[config.mk]
export PLATFORM = sky130hd
export DESIGN_NAME = smsw_seq
export DESIGN_NICKNAME = d
export VERILOG_FILES = /design/src/smsw_pkg.sv /design/src/smsw_seq.sv
export SDC_FILE = /design/constraint.sdc
export NUM_CORES = 1
export LEC_CHECK = 0
export BUFFER_PORTS_ARGS = -buffer_cell sky130_fd_sc_hd__buf_4
export CORE_MARGIN = 3
export CORE_UTILIZATION = 50
export CTS_CLUSTER_SIZE = 25
export DETAILED_ROUTE_END_ITERATION = 10
export PLACE_DENSITY = 0.76
export SYNTH_ARGS = -nofsm -noshare
export SYNTH_HDL_FRONTEND = slang
export SYNTH_SLANG_ARGS = --single-unit
[constraint.sdc]
create_clock -name i_ref_clk -period 5.4 [get_ports i_ref_clk]
set_clock_uncertainty 0.2 [all_clocks]
set_input_delay 0.54 -clock i_ref_clk [delete_from_list [all_inputs] [get_ports i_ref_clk]]
set_output_delay 0.54 -clock i_ref_clk [all_outputs]
set_load 0.01 [all_outputs]
[src/smsw_pkg.sv]
// smsw_pkg: constants and carriers for the switch monitor sleep/wake sequencer
// assumes a 100 MHz core clock and a host-driven serial clock sampled as data
package smsw_pkg;
  localparam int FRAME_BITS = 24;
  localparam int CNT_W = 5;
  localparam int CHAIN_DEVICES = 2;
  localparam int CHAIN_CLOCKS = FRAME_BITS * CHAIN_DEVICES;
  localparam int NUM_GND = 14;
  localparam int NUM_PROG = 8;
  localparam int NUM_SW = NUM_GND + NUM_PROG;
  // command byte in the top bits of the frame; arbitrary neutral encoding
  localparam logic [7:0] CMD_LOW_POWER = 8'h5a;
  localparam int CMD_MSB = 23;
  localparam int CMD_LSB = 16;
  localparam logic [1:0] CAUSE_NONE = 2'h0;
  localparam logic [1:0] CAUSE_SWITCH = 2'h1;
  localparam logic [1:0] CAUSE_SHARED = 2'h2;
  localparam logic [1:0] CAUSE_SELECT = 2'h3;
  localparam logic TRISTATE_RESET = 1'b1;

  typedef struct packed {
    logic sclk;
    logic cs_n;
    logic sdi;
  } smsw_serial_t;

  typedef struct packed {
    logic [NUM_GND-1:0] ground_switch_input;
    logic [NUM_PROG-1:0] programmable_switch_input;
  } smsw_switch_t;

  typedef enum logic [1:0] {
    SMSW_NORMAL = 2'b01,
    SMSW_LOW_POWER = 2'b10
  } smsw_mode_t;
endpackage

[src/smsw_seq.sv]
// smsw_seq: low-power entry, shared wake line and wake-cause flag of a switch monitor
// assumes serial pins, switch levels and the wake net are asynchronous to i_ref_clk
// How it works
// with logic supply up and host down, a chip-select fall forces normal mode.
// with logic supply absent, serial activity never wakes the device.
// parallel-wired hosts select each device alone, so sleep reaches them at different times.
// in a chain the serial output feeds the next input and two devices need 48 clocks.
// a received low-power command takes effect on the chip-select rise ending the frame.
// the wake output is driven low in normal mode and released high in low-power mode.
// on sleep the shared wake line reads high, and a low seen on it wakes the device.
// a switch change during a low-power frame keeps this device in normal mode.
// after that race the host sends two status frames, the second being valid.
// the host waits 10 to 20 ms between those two status frames; the bench waits 100 cycles (1 us).
// the host acknowledges inputs and rewrites sleep settings before the sleep command.
// internal power-on reset returns normal mode with defaults in every register.
// the host rewrites the configuration periodically in case of an unseen reset.
// a switch closure in low-power mode pulls wake low and returns normal mode.
// the wake cause is latched in a flag the host reads once power returns.
// out of reset the device is in normal mode with switch inputs high impedance.
// each device takes and returns 24 bits per select period, so a chain passes the first 24 on.
`timescale 1ns/1ns
module smsw_seq (
  input wire logic i_ref_clk,
  input wire logic i_rst,
  input wire smsw_pkg::smsw_serial_t i_serial,
  input wire logic i_logic_supply_ok,
  input wire logic i_host_supply_ok,
  input wire smsw_pkg::smsw_switch_t i_switch,
  input wire logic i_wake_in,
  input wire logic i_flag_clear,
  output logic o_sdo,
  output logic o_wake_out,
  output logic o_wake_oe,
  output logic o_low_power,
  output logic o_tristate,
  output logic [1:0] o_wake_cause,
  output logic o_wake_flag
);
  localparam int SYNC_W = 3 + 2 + 1 + smsw_pkg::NUM_SW;
  // idle pin levels as reset value, so no false select, clock or switch edge follows reset
  localparam logic [SYNC_W-1:0] SYNC_IDLE = {3'b010, 2'b00, 1'b1, {smsw_pkg::NUM_SW{1'b1}}};

  // two-flop synchronisers on every asynchronous input
  logic [SYNC_W-1:0] sync1;
  logic [SYNC_W-1:0] sync2;
  always_ff @(posedge i_ref_clk or posedge i_rst) begin
    if (i_rst) begin
      sync1 <= SYNC_IDLE;
      sync2 <= SYNC_IDLE;
    end else begin
      sync1 <= {i_serial, i_logic_supply_ok, i_host_supply_ok, i_wake_in, i_switch};
      sync2 <= sync1;
    end
  end

  logic sclk;
  logic cs_n;
  logic sdi;
  logic vdd_ok;
  logic host_ok;
  logic wake_line;
  logic [smsw_pkg::NUM_SW-1:0] sw_now;
  assign {sclk, cs_n, sdi, vdd_ok, host_ok, wake_line, sw_now} = sync2;

  // edge history of synchronised levels
  logic sclk_d;
  logic cs_n_d;
  logic [smsw_pkg::NUM_SW-1:0] sw_d;
  always_ff @(posedge i_ref_clk or posedge i_rst) begin
    if (i_rst) begin
      sclk_d <= 1'b0;
      cs_n_d <= 1'b1;
      sw_d <= '1; // open switches idle high
    end else begin
      sclk_d <= sclk;
      cs_n_d <= cs_n;
      sw_d <= sw_now;
    end
  end

  logic sclk_rise;
  logic sclk_fall;
  logic cs_fall;
  logic cs_rise;
  logic sw_change;
  logic sw_closed;
  assign sclk_rise = sclk & ~sclk_d;
  assign sclk_fall = ~sclk & sclk_d;
  assign cs_fall = ~cs_n & cs_n_d;
  assign cs_rise = cs_n & ~cs_n_d;
  assign sw_change = |(sw_now ^ sw_d);
  assign sw_closed = |(~sw_now & sw_d); // closure pulls an input low

  // serial shift register: 24 bits in, the same 24 bits out
  logic [smsw_pkg::FRAME_BITS-1:0] shreg;
  always_ff @(posedge i_ref_clk or posedge i_rst) begin
    if (i_rst) begin
      shreg <= '0;
    end else if (!cs_n && vdd_ok && sclk_rise) begin
      shreg <= {shreg[smsw_pkg::FRAME_BITS-2:0], sdi};
    end
  end

  // output bit changes on the falling edge so the next device samples it stable
  always_ff @(posedge i_ref_clk or posedge i_rst) begin
    if (i_rst) begin
      o_sdo <= 1'b0;
    end else if (cs_fall) begin
      o_sdo <= shreg[smsw_pkg::FRAME_BITS-1];
    end else if (!cs_n && sclk_fall) begin
      o_sdo <= shreg[smsw_pkg::FRAME_BITS-1];
    end
  end

  // a switch change inside a selected frame vetoes sleep for that frame
  logic race_seen;
  always_ff @(posedge i_ref_clk or posedge i_rst) begin
    if (i_rst) begin
      race_seen <= 1'b0;
    end else if (cs_fall) begin
      race_seen <= 1'b0;
    end else if (!cs_n && sw_change) begin
      race_seen <= 1'b1;
    end
  end

  logic sleep_cmd;
  assign sleep_cmd = shreg[smsw_pkg::CMD_MSB:smsw_pkg::CMD_LSB] == smsw_pkg::CMD_LOW_POWER;

  // our own low drive needs two synchroniser stages to clear from the wake line,
  // so the line is ignored until low power has lasted that long; otherwise the
  // device would wake itself on the cycle after it enters low power
  logic [1:0] lp_hist;
  always_ff @(posedge i_ref_clk or posedge i_rst) begin
    if (i_rst) begin
      lp_hist <= 2'b00;
    end else begin
      lp_hist <= {lp_hist[0], o_low_power};
    end
  end

  // mode machine; the wake line is only trusted once our own drive is released
  smsw_pkg::smsw_mode_t mode;
  smsw_pkg::smsw_mode_t next_mode;
  logic [1:0] next_cause;
  logic wake_sw;
  logic wake_net;
  logic wake_sel;
  assign wake_sw = sw_closed;
  assign wake_net = ~wake_line & lp_hist[1];
  assign wake_sel = cs_fall & vdd_ok;
  always_comb begin
    next_mode = mode;
    next_cause = smsw_pkg::CAUSE_NONE;
    unique case (mode)
      smsw_pkg::SMSW_NORMAL: begin
        if (cs_rise && vdd_ok && sleep_cmd && !race_seen && !sw_change) begin
          next_mode = smsw_pkg::SMSW_LOW_POWER;
        end
      end
      smsw_pkg::SMSW_LOW_POWER: begin
        if (wake_sw) begin
          next_mode = smsw_pkg::SMSW_NORMAL;
          next_cause = smsw_pkg::CAUSE_SWITCH;
        end else if (wake_sel) begin
          next_mode = smsw_pkg::SMSW_NORMAL;
          next_cause = smsw_pkg::CAUSE_SELECT;
        end else if (wake_net) begin
          next_mode = smsw_pkg::SMSW_NORMAL;
          next_cause = smsw_pkg::CAUSE_SHARED;
        end
      end
      default: begin
        next_mode = smsw_pkg::SMSW_NORMAL;
      end
    endcase
  end

  // reset always lands in normal mode with defaults
  always_ff @(posedge i_ref_clk or posedge i_rst) begin
    if (i_rst) begin
      mode <= smsw_pkg::SMSW_NORMAL;
    end else begin
      mode <= next_mode;
    end
  end

  // wake cause flag: a new wake wins over a simultaneous clear
  always_ff @(posedge i_ref_clk or posedge i_rst) begin
    if (i_rst) begin
      o_wake_flag <= 1'b0;
      o_wake_cause <= smsw_pkg::CAUSE_NONE;
    end else if (next_cause != smsw_pkg::CAUSE_NONE) begin
      o_wake_flag <= 1'b1;
      o_wake_cause <= next_cause;
    end else if (i_flag_clear) begin
      o_wake_flag <= 1'b0;
      o_wake_cause <= smsw_pkg::CAUSE_NONE;
    end
  end

  // switch inputs stay high impedance until configured elsewhere
  always_ff @(posedge i_ref_clk or posedge i_rst) begin
    if (i_rst) begin
      o_tristate <= smsw_pkg::TRISTATE_RESET;
    end else begin
      o_tristate <= o_tristate;
    end
  end

  // open-drain wake: drive low in normal mode, release to pull-up in low power
  assign o_low_power = (mode == smsw_pkg::SMSW_LOW_POWER);
  assign o_wake_out = 1'b0;
  assign o_wake_oe = ~o_low_power;
  logic unused_host;
  assign unused_host = host_ok; // host supply only explains why a select edge appears

  // mode, wake, flag, shift and tristate checks
  sleep_on_rise_a: assert property (@(posedge i_ref_clk) disable iff (i_rst)
    (mode == smsw_pkg::SMSW_NORMAL && cs_rise && vdd_ok && sleep_cmd && !race_seen && !sw_change)
      |=> o_low_power)
    else $error("sleep command not taken on select rise");
  race_blocks_a: assert property (@(posedge i_ref_clk) disable iff (i_rst)
    (!o_low_power && race_seen && cs_rise) |=> !o_low_power)
    else $error("switch race did not block sleep");
  wake_drive_a: assert property (@(posedge i_ref_clk) disable iff (i_rst)
    o_wake_oe == (mode == smsw_pkg::SMSW_NORMAL))
    else $error("wake drive does not follow mode");
  switch_wake_a: assert property (@(posedge i_ref_clk) disable iff (i_rst)
    (o_low_power && sw_closed) |=> (!o_low_power && o_wake_oe))
    else $error("switch closure did not wake");
  shared_wake_a: assert property (@(posedge i_ref_clk) disable iff (i_rst)
    (o_low_power && $past(o_low_power, 2) && !wake_line) |=> !o_low_power)
    else $error("shared wake line ignored");
  select_wake_a: assert property (@(posedge i_ref_clk) disable iff (i_rst)
    (o_low_power && cs_fall && vdd_ok) |=> !o_low_power)
    else $error("select fall did not wake");
  no_serial_wake_a: assert property (@(posedge i_ref_clk) disable iff (i_rst)
    (o_low_power && !vdd_ok && wake_line && !sw_closed) |=> o_low_power)
    else $error("woke without logic supply");
  cause_flag_a: assert property (@(posedge i_ref_clk) disable iff (i_rst)
    (o_low_power ##1 !o_low_power) |-> (o_wake_flag && o_wake_cause != smsw_pkg::CAUSE_NONE))
    else $error("wake cause not recorded");
  chain_pass_a: assert property (@(posedge i_ref_clk) disable iff (i_rst)
    (!cs_n && vdd_ok && sclk_rise) |=> shreg[0] == $past(sdi))
    else $error("frame bit not shifted in");
  tristate_hold_a: assert property (@(posedge i_ref_clk) disable iff (i_rst)
    o_tristate)
    else $error("switch inputs left high impedance state");

  // wake and mode checks
  blank_entry_a: assert property (@(posedge i_ref_clk) disable iff (i_rst)
    ($rose(o_low_power) && !sw_closed && !cs_fall) |=> o_low_power)
    else $error("own wake drive woke the device");
  shared_cause_a: assert property (@(posedge i_ref_clk) disable iff (i_rst)
    (o_low_power && $past(o_low_power, 2) && !wake_line && !sw_closed && !(cs_fall && vdd_ok))
      |=> o_wake_cause == smsw_pkg::CAUSE_SHARED)
    else $error("shared wake cause not recorded");
  sleep_on_edge_a: assert property (@(posedge i_ref_clk) disable iff (i_rst)
    $rose(o_low_power) |-> $past(cs_rise))
    else $error("low power entered without select rise");
  sleep_powered_a: assert property (@(posedge i_ref_clk) disable iff (i_rst)
    $rose(o_low_power) |-> $past(vdd_ok))
    else $error("low power entered without logic supply");
  race_latch_a: assert property (@(posedge i_ref_clk) disable iff (i_rst)
    (!cs_n && sw_change && !cs_fall) |=> race_seen)
    else $error("switch race not latched");
  race_clear_a: assert property (@(posedge i_ref_clk) disable iff (i_rst)
    cs_fall |=> !race_seen)
    else $error("race not cleared at frame start");
  switch_cause_a: assert property (@(posedge i_ref_clk) disable iff (i_rst)
    (o_low_power && sw_closed) |=> o_wake_cause == smsw_pkg::CAUSE_SWITCH)
    else $error("switch wake cause not recorded");
  select_cause_a: assert property (@(posedge i_ref_clk) disable iff (i_rst)
    (o_low_power && cs_fall && vdd_ok && !sw_closed) |=> o_wake_cause == smsw_pkg::CAUSE_SELECT)
    else $error("select wake cause not recorded");

  // flag checks
  flag_clear_a: assert property (@(posedge i_ref_clk) disable iff (i_rst)
    (i_flag_clear && !o_low_power) |=> !o_wake_flag)
    else $error("wake flag not cleared");
  flag_sticky_a: assert property (@(posedge i_ref_clk) disable iff (i_rst)
    (o_wake_flag && !i_flag_clear) |=> o_wake_flag)
    else $error("wake flag lost without clear");
  cause_hold_a: assert property (@(posedge i_ref_clk) disable iff (i_rst)
    (!o_low_power && !i_flag_clear) |=> $stable(o_wake_cause))
    else $error("wake cause changed in normal mode");

  // serial path checks
  sdo_load_a: assert property (@(posedge i_ref_clk) disable iff (i_rst)
    cs_fall |=> o_sdo == $past(shreg[smsw_pkg::FRAME_BITS-1]))
    else $error("first output bit not loaded");
  sdo_shift_a: assert property (@(posedge i_ref_clk) disable iff (i_rst)
    (!cs_n && sclk_fall) |=> o_sdo == $past(shreg[smsw_pkg::FRAME_BITS-1]))
    else $error("output bit not advanced");
  sdo_idle_a: assert property (@(posedge i_ref_clk) disable iff (i_rst)
    cs_n |=> $stable(o_sdo))
    else $error("output moved while deselected");
  shift_idle_a: assert property (@(posedge i_ref_clk) disable iff (i_rst)
    cs_n |=> $stable(shreg))
    else $error("frame shifted while deselected");
  unpowered_shift_a: assert property (@(posedge i_ref_clk) disable iff (i_rst)
    !vdd_ok |=> $stable(shreg))
    else $error("frame shifted without logic supply");
endmodule

==> metrics.txt <==
Power Density 328.8 mW/mm^2; register-to-register setup slack 3.18 ns; CORE AREA 0.007370 sq mm; PostCTS Resize Cnt 0; fin worst setup slack 3.180 ns; Die Width 93.79 um; CTS Hold Bufs 0; RSZ-0062 raised after global routing no; port bufs 35; Via density 4.709; Synth area leader dfstp_2; row count 31; critical path class reg2reg; fmax 450.4 MHz; share of cells above drive strength 1 0.5426; largest net degree at the start of global routing 66; ant diodes 0; Total GRT Usage 0.1310; die height 93.79 um; TNS Setup 0 ns; arrival time at the worst endpoint 2.27 ns; Overflow after GRT 0; # fillers 570; CTS H-tree lvls 3; Syn Nets 286; clk_lat worst skew 0.36 ns; drt total wl 4959 um; min-delay worst type in2async; drt first pass iters 4; Post-Syn Area 0.003854 sq mm; status finished, final reports clean; startpoint types flip-flop; post-route ant nets 0; final setup vio count 0; area share of the largest cell type after synthesis 0.4909; vias 1794; Slew @ Worst Pin 0.7328 ns; ranking of synthesized cells by area dfstp_2 (49%), dfrtp_1 (25%), ha_1 (7.1%); first-pass GRT wire length 8783 um; worst-path fanout max 4; Hold Violations, Final 0; total power 1.453 mW; post-synthesis cell count 233; slew margin rel. 0.5115; register area 0.002868 sq mm; max cap viols 0; clock tree from TritonCTS built; Die ar. 0.008797 sq mm; # clock sinks 111; Wirelength per Cell 13.02 um; Initial Util 0.5229; Cell variety after synth 30; synth warn 0; min Tclk post-route 2.220 ns; Max Transition Viols Final 0; final net count 330; Reg clk slew, reported paths 0.11 ns; final routed DRC violation total 0; Placement Setup Slack 3.209 ns; setup bufs post-CTS 0; placed cell areas 0.004220 sq mm; Avg Cell Area, Syn 16.54 sq um; crit share post-route 0.4111; Area Growth Syn to Fin 14.64%; fin area 0.004418 sq mm; RD Place Congestion 0.7374; Worst Path Required 5.45 ns; Synth Register Bits 111; multi-input logic area 847.1 sq um; worst-case vdd ir drop 0.1985 mV; initial drt markers 43; Leak 2.073 nW; Max clock buf depth 2; post-DP HPWL 3486 um; I/O pins 39; CP Capture Type flip-flop; sequential-to-total area share from yosys stat 0.7442; total CTS buffers 9; number of global-route vias before repair 1915; initial antenna violation count 0; root buf cell clkbuf_8
-- placed cells by master (no fill, tap or decap), drive strengths merged, types with 2 or more instances in the layout --
cell type,n
dfstp,72
dfrtp,39
buf,37
inv,30
mux2,25
ha,22
clkbuf,9
nand4,6
nor4,6
nor2,5
clkinv,4
nand2,3
o21ai,3
a21oi,3
nand3,2
nor4bb,2
conb,2
-- worst max-delay path, stage by stage (launching register included) --
cell and delay (ns):
dfstp_2 0.55, inv_1 0.04, ha_1 0.18, nor4_1 0.37
nand4_1 0.18, or2_4 0.28, a221o_1 0.31
-- final timing paths --
kind / start / endpoint / cells after the start
max: sync2[1] / o_wake_flag / 6
min: i_rst / shreg[8] / 2
max reg2reg: sync2[1] / o_wake_flag / 6
min reg2reg: sync1[24] / sync2[24] / 0
max in group asynchronous: i_rst / sync2[15] / 3
min in group i_ref_clk: i_switch[17] / sync1[17] / 1
-- flip-flops by register name, summed over array words and instances (netlist names) --
signal	count
lp_hist	2
o_wake_cause	2
shreg	24
cs_n_d	1
o_wake_flag	1
sync2	27
race_seen	1
mode	2
sw_d	22
o_sdo	1
sclk_d	1
sync1	27
-- logic make-up after synthesis --
| family | share of synthesized area |
|---|---|
| flip-flops | 0.7442 |
| AO/OA/AOI/OAI | 0.01753 |
| multiplexers | 0.07305 |
| AND/OR/NAND/NOR | 0.05585 |
| other | 0.001949 |
| adder cells (fa/ha/maj) | 0.07143 |
| buffers and inverters | 0.03604 |
-- cell usage after synthesis --
cell and count:
dfstp_2 72, dfrtp_1 39, inv_1 27, mux2_2 24
ha_1 22, nand4_1 6, nor2_1 5, nor4_1 5
a21oi_1 3, nand2_1 3, o21ai_0 3, buf_4 2
buf_6 2, conb_1 2, nand3_1 2, nor4bb_1 2
a221o_1 1, a2bb2oi_1 1, and2_1 1, and3_1 1
mux2_1 1, nand2b_1 1, nand3b_1 1, nand4b_1 1
nor2b_1 1, nor4_2 1, nor4b_4 1, o32a_1 1
o32ai_1 1, or2_4 1
-- power by group --
group	internal, mW	switching (mW)
clock network	0.181	0.279
logic	0.0390	0.0384
registers	0.896	0.0191
-- cell type report --
| type | instances | share of cell area |
|---|---|---|
| clock buffers | 9 | 0.02804 |
| repair buffers | 37 | 0.06287 |
| flip-flops and latches | 111 | 0.6491 |
| clock inverters | 7 | 0.01671 |
| inverters | 27 | 0.02351 |
| multi-input cells | 91 | 0.1917 |
| well taps | 99 | 0.02804 |
-- metal layers --
layer | track usage | wire length (um) | up-vias
met5 | 0 | 0 | -
met4 | 0.06859 | 112 | 0
met3 | 0.03045 | 203 | 9
met2 | 0.1993 | 2347 | 30
met1 | 0.1758 | 2296 | 888
li1 | - | - | 867
-- per-stage QoR --
step,instances,utilization,hold slack (ns)
2_1_floorplan,233,-,0.1312
3_3_place_gp,365,0.5727,0.1318
3_5_place_dp,365,0.5727,0.1347
4_1_cts,381,0.5995,0.04079
5_1_grt,381,0.5995,0.04075
6_report,381,0.5995,0.02601
(Power assumes the default switching activity.)
